`config.mk`:
```
export PLATFORM = sky130hd
export DESIGN_NAME = mvs_status_core
export DESIGN_NICKNAME = d
export VERILOG_FILES = /design/src/core/mvs_pkg.sv /design/src/core/mvs_status_core.sv /design/src/core/mvs_pulse_gap.sv /design/src/core/mvs_sector_calc.sv
export SDC_FILE = /design/constraint.sdc
export NUM_CORES = 1
export LEC_CHECK = 0
export BUFFER_PORTS_ARGS = -buffer_cell sky130_fd_sc_hd__buf_2
export CORE_MARGIN = 3
export CORE_UTILIZATION = 53
export CTS_CLUSTER_DIAMETER = 80
export CTS_CLUSTER_SIZE = 25
export DETAILED_ROUTE_END_ITERATION = 10
export PLACE_DENSITY = 0.79
export SLEW_MARGIN = 20
export SYNTH_ARGS = -nofsm -noshare
export SYNTH_HDL_FRONTEND = slang
export SYNTH_HIERARCHICAL = 1
export SYNTH_SLANG_ARGS = --single-unit
```
`constraint.sdc`:
```
create_clock -name pclk -period 1.83 [get_ports pclk]
set_input_delay 0.183 -clock pclk [delete_from_list [all_inputs] [get_ports pclk]]
set_output_delay 0.183 -clock pclk [all_outputs]
set_load 0.1 [all_outputs]
```
`src/core/mvs_pkg.sv`:
```
// Package of constants, field layouts and carrier types for the motor vector status block.
package mvs_pkg;

   // ----------------------------------------------------------------------
   // Widths and register offsets (byte addresses, one aligned word each)
   // ----------------------------------------------------------------------
   localparam int unsigned ADDR_W = 8;
   localparam int unsigned DATA_W = 32;
   localparam int unsigned VAL_W  = 16;
   localparam int unsigned SEC_W  = 4;
   localparam int unsigned IRQ_W  = 4;

   localparam logic [7:0] OFS_STATUS_FLAGS   = 8'h00;
   localparam logic [7:0] OFS_SWITCH_SPEED   = 8'h04;
   localparam logic [7:0] OFS_PWM_PERIOD     = 8'h08;
   localparam logic [7:0] OFS_MIN_DISPARITY  = 8'h0c;
   localparam logic [7:0] OFS_SECTOR         = 8'h10;
   localparam logic [7:0] OFS_PRIOR_SECTOR   = 8'h14;
   localparam logic [7:0] OFS_IRQ_STATUS     = 8'h18;
   localparam logic [7:0] OFS_IRQ_MASK       = 8'h1c;

   // ----------------------------------------------------------------------
   // Field positions of the status flags register
   // ----------------------------------------------------------------------
   localparam int unsigned BIT_LOW_SPEED      = 0;
   localparam int unsigned BIT_LOW_SPEED_PREV = 1;
   localparam int unsigned BIT_SUPPLY_LOW     = 2;
   localparam int unsigned BIT_DISPARITY      = 4;
   localparam int unsigned BIT_DISPARITY_PREV = 5;

   // Interrupt event positions in the status and mask registers.
   localparam int unsigned IRQ_LOW_SPEED_CHG = 0;
   localparam int unsigned IRQ_SUPPLY_LOW    = 1;
   localparam int unsigned IRQ_DISPARITY     = 2;
   localparam int unsigned IRQ_SECTOR_UPD    = 3;

   // ----------------------------------------------------------------------
   // Thresholds and reset values
   // ----------------------------------------------------------------------
   localparam logic [15:0] SUPPLY_LOW_LIMIT = 16'h0100;
   localparam logic [3:0]  SECTOR_COUNT     = 4'hc;
   localparam logic [15:0] RST_VALUE16      = 16'h0000;
   localparam logic [3:0]  RST_SECTOR       = 4'h0;
   localparam logic [31:0] RST_WORD         = 32'h0000_0000;

   // ----------------------------------------------------------------------
   // Carrier types
   // ----------------------------------------------------------------------
   typedef struct packed {
      logic        strobe;
      logic [15:0] speed;
      logic [15:0] dc_supply;
      logic [15:0] cmp_u;
      logic [15:0] cmp_v;
      logic [15:0] cmp_w;
      logic [15:0] angle;
   } mvs_calc_t;

   typedef struct packed {
      logic        psel;
      logic        penable;
      logic        pwrite;
      logic [7:0]  paddr;
      logic [31:0] pwdata;
   } mvs_apb_req_t;

   typedef struct packed {
      logic        pready;
      logic        pslverr;
      logic [31:0] prdata;
   } mvs_apb_rsp_t;

   typedef struct packed {
      logic        low_speed;
      logic        low_speed_prev;
      logic        supply_low;
      logic        disparity;
      logic        disparity_prev;
      logic [15:0] switch_speed;
      logic [15:0] pwm_period_value;
      logic [15:0] min_disparity;
      logic [3:0]  sector;
      logic [3:0]  prior_sector_value;
      logic [3:0]  irq_status;
      logic [3:0]  irq_mask;
      logic [31:0] prdata;
      logic        pslverr;
   } mvs_state_t;

endpackage : mvs_pkg

```
`src/core/mvs_status_core.sv`:
```
// Motor vector status flags, PWM parameters, sector registers and APB slave.
//
// How it works
// Low-speed flag set when speed below threshold.
// Supply-low flag set when supply below 0x0100.
// Flag when smallest phase gap below setting.
// Bit 5 keeps previous disparity flag.
// Holds 16-bit switching-speed threshold setting.
// Software scales speed by two to fifteen.
// Software copies driver period into period field.
// Minimum disparity setting bounds phase pulse gaps.
// Software gives disparity in counter clock counts.
// Sector field four bits, upper bits zero.
// Sector encodes rotor position, twelve thirty-degree steps.
// Prior-sector field keeps previous sector value.
// Old values copied before each calculation update.
//
// Decided for this implementation: the address map and register access over APB.
`timescale 1ns/1ps
module mvs_status_core (
   input  wire logic                 pclk,               // System clock, 200 MHz.
   input  wire logic                 presetn,            // Asynchronous reset, active low.
   input  wire logic                 ce,                 // Clock enable, freezes all state.
   input  wire mvs_pkg::mvs_apb_req_t apb_req,           // APB request signals.
   output mvs_pkg::mvs_apb_rsp_t     apb_rsp,            // APB answer signals.
   input  wire mvs_pkg::mvs_calc_t   calc,               // Engine results with update strobe.
   output logic                      shift_pwm_active,   // Low speed, shift and 2-phase on.
   output logic                      supply_low,         // Supply-low flag.
   output logic [15:0]               pwm_period_value,   // PWM period for the engine.
   output logic [3:0]                rotor_sector,       // Current output sector.
   output logic [3:0]                prior_sector_value, // Previous sector for input work.
   output logic                      irq                 // Level interrupt.
);

   // ----------------------------------------------------------------------
   // State and helpers
   // ----------------------------------------------------------------------
   mvs_pkg::mvs_state_t s_r;
   mvs_pkg::mvs_state_t s_nxt;

   logic        gap_low;
   logic [3:0]  sector_calc;
   logic        setup;
   logic        access;
   logic        wr;
   logic        mapped;
   logic        upd;
   logic        ls_new;
   logic        sl_new;
   logic [3:0]  irq_event;
   logic [31:0] rd_word;
   logic [15:0] wdata16;

   // ----------------------------------------------------------------------
   // Calculation helpers
   // ----------------------------------------------------------------------
   mvs_pulse_gap #(
      .VW (mvs_pkg::VAL_W)
   ) u_gap (
      .phase_u_compare (calc.cmp_u),
      .phase_v_compare (calc.cmp_v),
      .phase_w_compare (calc.cmp_w),
      .min_gap         (s_r.min_disparity),
      .gap_low         (gap_low)
   );

   mvs_sector_calc u_sec (
      .angle  (calc.angle),
      .sector (sector_calc)
   );

   // ----------------------------------------------------------------------
   // Bus decode
   // ----------------------------------------------------------------------

   // Setup and access phases, and whether the address names a register.
   always_comb begin
      setup   = apb_req.psel && !apb_req.penable;
      access  = apb_req.psel && apb_req.penable;
      wdata16 = apb_req.pwdata[15:0];
      unique case (apb_req.paddr)
         mvs_pkg::OFS_STATUS_FLAGS,
         mvs_pkg::OFS_SWITCH_SPEED,
         mvs_pkg::OFS_PWM_PERIOD,
         mvs_pkg::OFS_MIN_DISPARITY,
         mvs_pkg::OFS_SECTOR,
         mvs_pkg::OFS_PRIOR_SECTOR,
         mvs_pkg::OFS_IRQ_STATUS,
         mvs_pkg::OFS_IRQ_MASK: mapped = 1'b1;
         default:               mapped = 1'b0;
      endcase
      wr = ce && access && apb_req.pwrite && mapped;
   end

   // Read word for the addressed register; unused bits read as zero.
   always_comb begin
      rd_word = mvs_pkg::RST_WORD;
      unique case (apb_req.paddr)
         mvs_pkg::OFS_STATUS_FLAGS: begin
            rd_word[mvs_pkg::BIT_LOW_SPEED]      = s_r.low_speed;
            rd_word[mvs_pkg::BIT_LOW_SPEED_PREV] = s_r.low_speed_prev;
            rd_word[mvs_pkg::BIT_SUPPLY_LOW]     = s_r.supply_low;
            rd_word[mvs_pkg::BIT_DISPARITY]      = s_r.disparity;
            rd_word[mvs_pkg::BIT_DISPARITY_PREV] = s_r.disparity_prev;
         end
         mvs_pkg::OFS_SWITCH_SPEED:  rd_word[15:0] = s_r.switch_speed;
         mvs_pkg::OFS_PWM_PERIOD:    rd_word[15:0] = s_r.pwm_period_value;
         mvs_pkg::OFS_MIN_DISPARITY: rd_word[15:0] = s_r.min_disparity;
         mvs_pkg::OFS_SECTOR:        rd_word[3:0]  = s_r.sector;
         mvs_pkg::OFS_PRIOR_SECTOR:  rd_word[3:0]  = s_r.prior_sector_value;
         mvs_pkg::OFS_IRQ_STATUS:    rd_word[3:0]  = s_r.irq_status;
         mvs_pkg::OFS_IRQ_MASK:      rd_word[3:0]  = s_r.irq_mask;
         default:                    rd_word       = mvs_pkg::RST_WORD;
      endcase
   end

   // ----------------------------------------------------------------------
   // Calculation update terms
   // ----------------------------------------------------------------------

   // New flag values and the interrupt events they raise.
   always_comb begin
      upd       = ce && calc.strobe;
      ls_new    = (calc.speed < s_r.switch_speed);
      sl_new    = (calc.dc_supply < mvs_pkg::SUPPLY_LOW_LIMIT);
      irq_event = '0;
      irq_event[mvs_pkg::IRQ_LOW_SPEED_CHG] = upd && (ls_new != s_r.low_speed);
      irq_event[mvs_pkg::IRQ_SUPPLY_LOW]    = upd && sl_new && !s_r.supply_low;
      irq_event[mvs_pkg::IRQ_DISPARITY]     = upd && gap_low && !s_r.disparity;
      irq_event[mvs_pkg::IRQ_SECTOR_UPD]    = upd;
   end

   // ----------------------------------------------------------------------
   // Next state
   // ----------------------------------------------------------------------

   // Software writes first, then a calculation update overrides them.
   always_comb begin
      s_nxt = s_r;
      if (ce && setup) begin
         s_nxt.prdata  = rd_word;
         s_nxt.pslverr = !mapped;
      end
      if (wr) begin
         unique case (apb_req.paddr)
            mvs_pkg::OFS_STATUS_FLAGS: begin
               s_nxt.low_speed      = apb_req.pwdata[mvs_pkg::BIT_LOW_SPEED];
               s_nxt.low_speed_prev = apb_req.pwdata[mvs_pkg::BIT_LOW_SPEED_PREV];
               s_nxt.supply_low     = apb_req.pwdata[mvs_pkg::BIT_SUPPLY_LOW];
               s_nxt.disparity      = apb_req.pwdata[mvs_pkg::BIT_DISPARITY];
               s_nxt.disparity_prev = apb_req.pwdata[mvs_pkg::BIT_DISPARITY_PREV];
            end
            mvs_pkg::OFS_SWITCH_SPEED:  s_nxt.switch_speed       = wdata16;
            mvs_pkg::OFS_PWM_PERIOD:    s_nxt.pwm_period_value   = wdata16;
            mvs_pkg::OFS_MIN_DISPARITY: s_nxt.min_disparity      = wdata16;
            mvs_pkg::OFS_SECTOR:        s_nxt.sector             = apb_req.pwdata[3:0];
            mvs_pkg::OFS_PRIOR_SECTOR:  s_nxt.prior_sector_value = apb_req.pwdata[3:0];
            mvs_pkg::OFS_IRQ_STATUS:
               s_nxt.irq_status = s_r.irq_status & ~apb_req.pwdata[3:0];
            mvs_pkg::OFS_IRQ_MASK:      s_nxt.irq_mask           = apb_req.pwdata[3:0];
            default:                    s_nxt.prdata             = s_r.prdata;
         endcase
      end
      if (upd) begin
         s_nxt.low_speed_prev     = s_r.low_speed;
         s_nxt.low_speed          = ls_new;
         s_nxt.supply_low         = sl_new;
         s_nxt.disparity_prev     = s_r.disparity;
         s_nxt.disparity          = gap_low;
         s_nxt.prior_sector_value = s_r.sector;
         s_nxt.sector             = sector_calc;
      end
      // Events set their sticky bits even in the cycle of a clearing write.
      s_nxt.irq_status = s_nxt.irq_status | irq_event;
   end

   // Registers the whole state; the clock enable holds it unchanged.
   always_ff @(posedge pclk or negedge presetn) begin
      if (!presetn) begin
         s_r.low_speed          <= 1'b0;
         s_r.low_speed_prev     <= 1'b0;
         s_r.supply_low         <= 1'b0;
         s_r.disparity          <= 1'b0;
         s_r.disparity_prev     <= 1'b0;
         s_r.switch_speed       <= mvs_pkg::RST_VALUE16;
         s_r.pwm_period_value   <= mvs_pkg::RST_VALUE16;
         s_r.min_disparity      <= mvs_pkg::RST_VALUE16;
         s_r.sector             <= mvs_pkg::RST_SECTOR;
         s_r.prior_sector_value <= mvs_pkg::RST_SECTOR;
         s_r.irq_status         <= 4'h0;
         s_r.irq_mask           <= 4'h0;
         s_r.prdata             <= mvs_pkg::RST_WORD;
         s_r.pslverr            <= 1'b0;
      end else if (ce) begin
         s_r <= s_nxt;
      end
   end

   // ----------------------------------------------------------------------
   // Outputs
   // ----------------------------------------------------------------------

   // Zero-wait answer while enabled; data and error come from flip-flops.
   always_comb begin
      apb_rsp.pready     = ce;
      apb_rsp.pslverr    = s_r.pslverr && access;
      apb_rsp.prdata     = s_r.prdata;
      shift_pwm_active   = s_r.low_speed;
      supply_low         = s_r.supply_low;
      pwm_period_value   = s_r.pwm_period_value;
      rotor_sector       = s_r.sector;
      prior_sector_value = s_r.prior_sector_value;
      irq                = |(s_r.irq_status & s_r.irq_mask);
   end
endmodule : mvs_status_core

```
`src/core/mvs_pulse_gap.sv`:
```
// Smallest pairwise gap among the three phase compare values, checked against the setting.
`timescale 1ns/1ps
module mvs_pulse_gap #(
   parameter int unsigned VW = 16
) (
   input  wire logic [VW-1:0] phase_u_compare, // Phase U compare value.
   input  wire logic [VW-1:0] phase_v_compare, // Phase V compare value.
   input  wire logic [VW-1:0] phase_w_compare, // Phase W compare value.
   input  wire logic [VW-1:0] min_gap,         // Smallest allowed gap in counter clocks.
   output logic               gap_low          // High while the smallest gap is below it.
);

   // ----------------------------------------------------------------------
   // Gap computation
   // ----------------------------------------------------------------------
   function automatic logic [VW-1:0] abs_diff(input logic [VW-1:0] a, input logic [VW-1:0] b);
      abs_diff = (a >= b) ? (a - b) : (b - a);
   endfunction : abs_diff

   logic [VW-1:0] gap_uv;
   logic [VW-1:0] gap_vw;
   logic [VW-1:0] gap_wu;
   logic [VW-1:0] gap_min;

   // The smallest of the three gaps decides the flag.
   always_comb begin
      gap_uv  = abs_diff(phase_u_compare, phase_v_compare);
      gap_vw  = abs_diff(phase_v_compare, phase_w_compare);
      gap_wu  = abs_diff(phase_w_compare, phase_u_compare);
      gap_min = (gap_uv < gap_vw) ? gap_uv : gap_vw;
      gap_min = (gap_wu < gap_min) ? gap_wu : gap_min;
      gap_low = (gap_min < min_gap);
   end

endmodule : mvs_pulse_gap

```
`src/core/mvs_sector_calc.sv`:
```
// Maps an electrical angle of one full turn onto twelve sectors of thirty degrees.
`timescale 1ns/1ps
module mvs_sector_calc (
   input  wire logic [15:0] angle,  // Rotor angle, full scale is one turn.
   output logic      [3:0]  sector  // Sector number, 0 to 11.
);

   // ----------------------------------------------------------------------
   // Scaling
   // ----------------------------------------------------------------------
   logic [19:0] scaled;

   // Angle times twelve; the upper bits are the sector index.
   always_comb begin
      scaled = 20'(angle) * 20'(mvs_pkg::SECTOR_COUNT);
      sector = scaled[19:16];
   end

endmodule : mvs_sector_calc

```
==> run_results.csv, run 1 <==
group,metric,value,unit
layout,final_cells,2187,
layout,fill_cells,1340,
routing,ant_nets,0,
clocking,clock_latency,0.34,ns
floorplanning,fp.dieArea,0.02361,sq mm
floorplanning,core_area,0.02122,sq mm
synth,avgSynthCellArea,8.540,sq um
run_status,status,"complete, but fails checks",
global_route,grt_pass1_vias,13340,
synth,async_flop_share,100.0,%
placed_design,hpwl,31.81,mm
min_path,hold_class,"in2reg",
routing,drc,0,
clocking,cts_root_buf,"clkbuf_16",
clocking,cts.sinks,86,
synth,yosys_warnings,6,
routing,vias,13250,
sta,finalCriticalPeriod,7.330,ns
clocking,cts_buffers,9,
worst_setup_path,critPathSlowestCell,"a221oi_2",
layout,final_util,78.66,%
synth,syn_inst,1353,
floorplanning,start_util,54.45,%
sta,timing.final.max_slew_violations,0,
job,drv_cap,0,
routing,routed_wl,44.54,mm
worst_setup_path,cpMostUsedCell,"a21oi_2",
sta,finClkSkew,0.004809,ns
synth,synth_ff_type,"dfrtp_1",
worst_setup_path,end_kind,"flop",
global_route,grt_pass1_wl,67.38,mm
synth,synth_seq_cells,86,
pwr,combPwrFrac,74.1,%
clocking,clock_path_buffers,2,
placed_design,gp_congestion,0.9454,
sta,timing.final.crit_share,400.6,%
layout,final_nets,2225,
synth,synth_edf_count,0,
sta,maxSlewHeadroom,62.15,%
sta,timing.hold.ws,0.1157,ns
pwr,irDropWorstVdd,0.6672,mV
synth,yosys.cell_count.top_type,"ha_1",
routing,drtIter0Drc,1182,
synth,ys_types,96,
floorplanning,num_rows,53,
worst_setup_path,path_max_fanout,6,
sta,hold_viol,0,
worst_setup_path,worstSetupStartpointType,"input pin",
layout,antenna_cells,0,
synth,syn_area,0.01155,sq mm
global_route,grt_max_degree,40,
pwr,power.internal,0.008853,W
worst_setup_path,critical_path_class,"in2reg",
routing,wl_per_cell,20.36,um
global_route,grtUsageTotal,34.70,%
placed_design,port_buffers,163,
synth,yosys.area.top_type,"dfrtp_1",
pwr,switchingPower,0.006788,W
sta,worstMarginPinSlew,0.5652,ns
synth,yosys-top-cells-count,"ha_1, inv_1, a21oi_1",
sta,timing.final.ws_setup,-5.500,ns
pwr,leakage,8.819,nW
worst_setup_path,cp.required,2.09,ns
clocking,cts_tree,"yes",
floorplanning,die_h,153.7,um
pwr,p_seq_share,13.2,%
routing,viasPerCell,6.059,
routing,firstDrtPassIters,6,
floorplanning,fp.dieW,153.7,um
layout,area_growth,44.46,%
worst_setup_path,slowest_delay,0.35,ns
synth,synthTopCellsByArea,"dfrtp_1, ha_1, mux2i_1",
synth,synth_top_area_share,18.62,%
layout,drive_gt1_share,44.51,%
worst_setup_path,critPathTopFamily,"compound AO/OA/AOI/OAI gates",
global_route,antenna_found_initial,0,
pwr,p_clk_share,12.7,%
global_route,gr-total-overflow,0,
sta,clock.fmax,136.4,MHz
pwr,switching_share,43.40,%
worst_setup_path,critPathArrivalTime,7.59,ns
pwr,power.density,937.0,mW/mm^2
placed_design,dp.cells,2113,
worst_setup_path,worst-path-buf-inv,6,
sta,rsz0062_at_grt,"true",
clocking,path_clk_slew,0.06,ns
run_status,violations,"setup timing",
clocking,h-tree-depth,3,
floorplanning,io_pins,204,
sta,setup_viol,4,
synth,yosysSeqAreaShare,18.62,%
layout by cell type (no fill, tap or decap), types with 10 or more instances in the layout:
cell type | netlist | final
mux2_4 | 21 | 24
nor2b_1 | 13 | 13
nand3_1 | 25 | 25
ha_4 | 0 | 10
a21oi_2 | 1 | 15
nor2_1 | 54 | 51
buf_4 | 61 | 470
nand4_1 | 21 | 21
and3_1 | 15 | 15
xnor2_1 | 24 | 20
nor3_1 | 25 | 22
nand2_1 | 81 | 79
conb_1 | 1 | 16
buf_2 | 26 | 160
xor2_1 | 20 | 16
a31oi_1 | 18 | 14
o21a_1 | 13 | 12
o21bai_1 | 13 | 13
mux2_2 | 43 | 41
a21oi_1 | 108 | 93
a21o_1 | 49 | 49
a22o_1 | 10 | 10
mux2i_1 | 58 | 51
o21ai_0 | 70 | 55
dfrtp_1 | 86 | 86
inv_1 | 118 | 112
ha_1 | 169 | 156
o21ai_1 | 8 | 16
a22oi_1 | 17 | 17
state kept, by name, summed over array words and instances (netlist names):
register / cells
s_r: 44
apb_rsp: 16
pwm_period_value: 16
prior_sector_value: 4
rotor_sector: 4
shift_pwm_active: 1
supply_low: 1
cell type report:
cell class                      count  area [sq um]  share of cell area, %
Tap cell                          275         344.1                  2.061
Inverter                          119         461.7                  2.766
Clock buffer                       13         250.2                  1.499
Sequential cell                    86          2152                  12.89
Clock inverter                      3         67.56                 0.4048
Multi-Input combinational cell   1045          8866                  53.11
Timing Repair Buffer              646          4551                  27.26
worst paths after layout:
kind                             start              end  slack [ns]  depth (start not counted)
setup / recovery              calc[32]          s_r[98]       -5.50                         42
setup reg to reg               s_r[54]          s_r[98]       -0.53                         11
hold reg to reg             apb_rsp[9]       apb_rsp[9]        0.48                          2
max in group asynchronous      presetn  rotor_sector[2]        0.90                          3
min in group asynchronous      presetn       apb_rsp[3]        0.31                          2
hold / removal             apb_req[11]          s_r[60]        0.12                          2
stage by stage:
step / setup WS [ns] / power [W] / instance area (sq um) / TNS (ns)
final: -5.500 / 0.01564 / 16690 / -11.09
after global routing: -5.795 / 0.01644 / 16690 / -11.77
after CTS: -4.924 / 0.01412 / 16310 / -9.937
after detailed placement: -5.714 / 0.01085 / 15380 / -14.96
after global placement: -5.482 / 0.01052 / 15380 / -12.35
after floorplan: -4.911 / 0.007500 / 11790 / -9.774
cells by family (layout without fill, tap and decap cells):
group,after synthesis,after routing,share of synthesized area (%)
AO/OA/AOI/OAI,394,394,22.80
AND/OR/NAND/NOR,288,288,12.81
buffers and inverters,237,781,10.23
adder cells (fa/ha/maj),175,175,19.34
multiplexers,128,128,12.82
flip-flops,86,86,18.62
XOR/XNOR,44,44,3.335
other,1,16,0.03245
metal layers:
layer  share of wire [%]  GRT usage, %  up-vias
met1                  37         39.69     6239
met3                 7.2         5.066      268
li1                    -             -     5937
met4                 7.2         19.22        0
met5                   0             0        -
met2                  49         61.94      806
power groups by stage:
| stage | clock (W) | sequential, W | combinational (W) |
|---|---|---|---|
| 3_5_place_dp | 0 | 0.00208 | 0.00876 |
| 3_3_place_gp | 0 | 0.00208 | 0.00844 |
| 5_1_grt | 0.00208 | 0.00207 | 0.0123 |
| 6_report | 0.00198 | 0.00207 | 0.0116 |
| 2_1_floorplan | 0 | 0.00210 | 0.00540 |
| 4_1_cts | 0.00197 | 0.00206 | 0.0101 |
timing repair:
item                                    4_1_cts  5_1_grt
hold buffers                                  1        0
pin swaps                                    54       48
resized for setup                            64       50
endpoints found under the setup margin        4        4
hold endpoints to repair                     26        0
buffers inserted                             42       15
No activity file was read; power rests on OpenSTA's default activity.
==> inputs of run 2 (changes only) <==
- PLACE_DENSITY: 0.79 -> 0.8
- SYNTH_HIERARCHICAL: 1 -> not set
==> run_results.csv, run 2 <==
group,metric,value,unit
routing,routed_wl,41.04,mm
synth,synth_ff_type,"dfrtp_1",
routing,wl_per_cell,19.11,um
synth,syn_area,0.01097,sq mm
worst_setup_path,critPathSlowestCell,"a221o_2",
worst_setup_path,cp.required,2.10,ns
run_status,status,"complete, but fails checks",
sta,clock.fmax,141.3,MHz
layout,final_cell_mix,"buf_4, buf_2, ha_1",
run_status,violations,"setup timing",
clocking,cts_root_buf,"clkbuf_16",
worst_setup_path,path_max_fanout,8,
synth,yosysSeqAreaShare,19.62,%
worst_setup_path,cpMostUsedCell,"buf_12",
synth,ys_types,76,
sta,hold_viol,0,
placed_design,port_buffers,163,
job,drv_cap,0,
routing,ant_nets,0,
global_route,grt_pass1_wl,61.06,mm
synth,yosys_warnings,0,
global_route,gr-total-overflow,0,
worst_setup_path,critPathArrivalTime,7.34,ns
global_route,antenna_found_initial,0,
pwr,irDropWorstVdd,0.8692,mV
global_route,grt_max_degree,39,
layout,final_nets,2196,
floorplanning,start_util,55.10,%
pwr,leakage,8.439,nW
placed_design,gp_congestion,0.9873,
placed_design,hpwl,31.26,mm
pwr,power.density,954.8,mW/mm^2
worst_setup_path,end_kind,"flop",
synth,yosys.area.top_type,"dfrtp_1",
layout,largest_reg_flops,44,
clocking,clock_latency,0.35,ns
sta,finClkSkew,0.005721,ns
layout,area_growth,46.90,%
synth,syn_inst,1343,
routing,drtIter0Drc,1126,
routing,firstDrtPassIters,6,
sta,finalCriticalPeriod,7.075,ns
layout,fill_cells,1321,
min_path,hold_depth,3,
floorplanning,fp.dieW,149.9,um
clocking,cts_tree,"yes",
global_route,grt_pass1_vias,12330,
synth,yosys.cell_count.top_type,"ha_1",
pwr,fin_total_pwr,0.01539,W
clocking,cts.sinks,86,
synth,synth_edf_count,0,
layout,regMostFlops,"s_r",
layout,drive_gt1_share,42.01,%
clocking,path_clk_slew,0.06,ns
floorplanning,num_rows,51,
sta,timing.hold.ws,0.08842,ns
worst_setup_path,slowest_delay,0.42,ns
routing,viasPerCell,5.828,
worst_setup_path,worstSetupStartpointType,"input pin",
sta,timing.final.max_slew_violations,0,
floorplanning,core_area,0.01991,sq mm
worst_setup_path,reg2reg_depth,10,
synth,avgSynthCellArea,8.168,sq um
synth,synth_top_area_share,19.62,%
clocking,cts_buffers,9,
clocking,h-tree-depth,3,
sta,maxSlewHeadroom,61.18,%
sta,rsz0062_at_grt,"true",
layout,final_common_cell,"buf_4",
routing,drc,0,
sta,timing.final.ws_setup,-5.245,ns
floorplanning,fp.dieArea,0.02246,sq mm
synth,async_flop_share,100.0,%
worst_setup_path,critical_path_class,"in2reg",
synth,yosys-top-cells-count,"ha_1, nand2_1, inv_1",
min_path,hold_class,"in2reg",
layout,antenna_cells,0,
sta,timing.final.crit_share,386.6,%
sta,worstMarginPinSlew,0.5822,ns
synth,synthTopCellsByArea,"dfrtp_1, ha_1, a21oi_1",
global_route,grtUsageTotal,33.89,%
floorplanning,die_h,149.9,um
sta,setup_viol,4,
routing,vias,12520,
floorplanning,io_pins,204,
clocking,clock_path_buffers,2,
synth,synth_seq_cells,86,
run 2: worst max-delay path, delay by kind of cell:
kind / cells / cell delay (ns)
xor+xnor: 1 / 0.18
fa+ha+maj: 5 / 1.08
mux: 2 / 0.37
simple gates: 9 / 1.83
compound gates: 13 / 2.54
buf+inv: 9 / 1.13
run 2: power breakdown:
group	internal, W	total [W]	switching, W
Clock	0.00123	0.00197	0.000739
Combinational	0.00554	0.0114	0.00582
Sequential	0.00197	0.00205	0.0000836
run 2: per-stage QoR:
| step | cell area, sq um | util [%] | cells | TNS, ns | setup WS, ns |
|---|---|---|---|---|---|
| 2_1_floorplan | 11280 | - | 1358 | -9.186 | -4.548 |
| 3_3_place_gp | 14930 | 74.99 | 2088 | -10.99 | -5.023 |
| 3_5_place_dp | 14930 | 74.99 | 2088 | -12.73 | -5.326 |
| 4_1_cts | 15620 | 78.46 | 2128 | -9.795 | -4.730 |
| 5_1_grt | 16110 | 80.94 | 2148 | -11.41 | -5.425 |
| 6_report | 16110 | 80.94 | 2148 | -10.88 | -5.245 |
run 2: cell type report:
class | count | area, sq um | share of cell area [%]
repair buffers | 623 | 4482 | 27.81
inverters | 110 | 425.4 | 2.640
clock inverters | 4 | 70.07 | 0.4348
well taps | 265 | 331.6 | 2.058
multi-input cells | 1048 | 8407 | 52.17
flip-flops and latches | 86 | 2152 | 13.36
clock buffers | 12 | 246.5 | 1.530
run 2: path summary, 6_finish.rpt:
check	from	to	slack, ns
max	calc[32]	s_r[98]	-5.25
min	apb_req[12]	s_r[93]	0.09
max reg2reg	s_r[91]	s_r[37]	-0.26
min reg2reg	apb_rsp[12]	apb_rsp[12]	0.47
max in group asynchronous	presetn	pwm_period_value[2]	0.90
min in group asynchronous	presetn	apb_rsp[3]	0.35
run 2: cells by family after synthesis:
family	Yosys count	share of synthesized area, %
fa+ha+maj	175	20.37
flops	86	19.62
other cells	1	0.03419
xor+xnor	45	3.593
mux	96	9.376
compound gates	383	22.65
simple gates	333	14.34
buf+inv	224	10.01
run 2: routing by layer:
layer | track usage (%) | routed length, um | share of wire [%] | vias to the layer above
li1 | - | - | - | 5797
met2 | 58.68 | 19780 | 48 | 622
met5 | 0 | 0 | 0 | -
met3 | 5.330 | 3249 | 7.9 | 144
met1 | 44.19 | 16600 | 40 | 5956
met4 | 8.600 | 1408 | 3.4 | 0
run 2: timing repair:
item	in CTS	in global routing
gates resized for setup	41	70
hold endpoints to repair	33	0
pin swaps	19	66
setup buffers	20	22
setup endpoints to repair	4	6
gates cloned	3	0
hold buffers	1	0
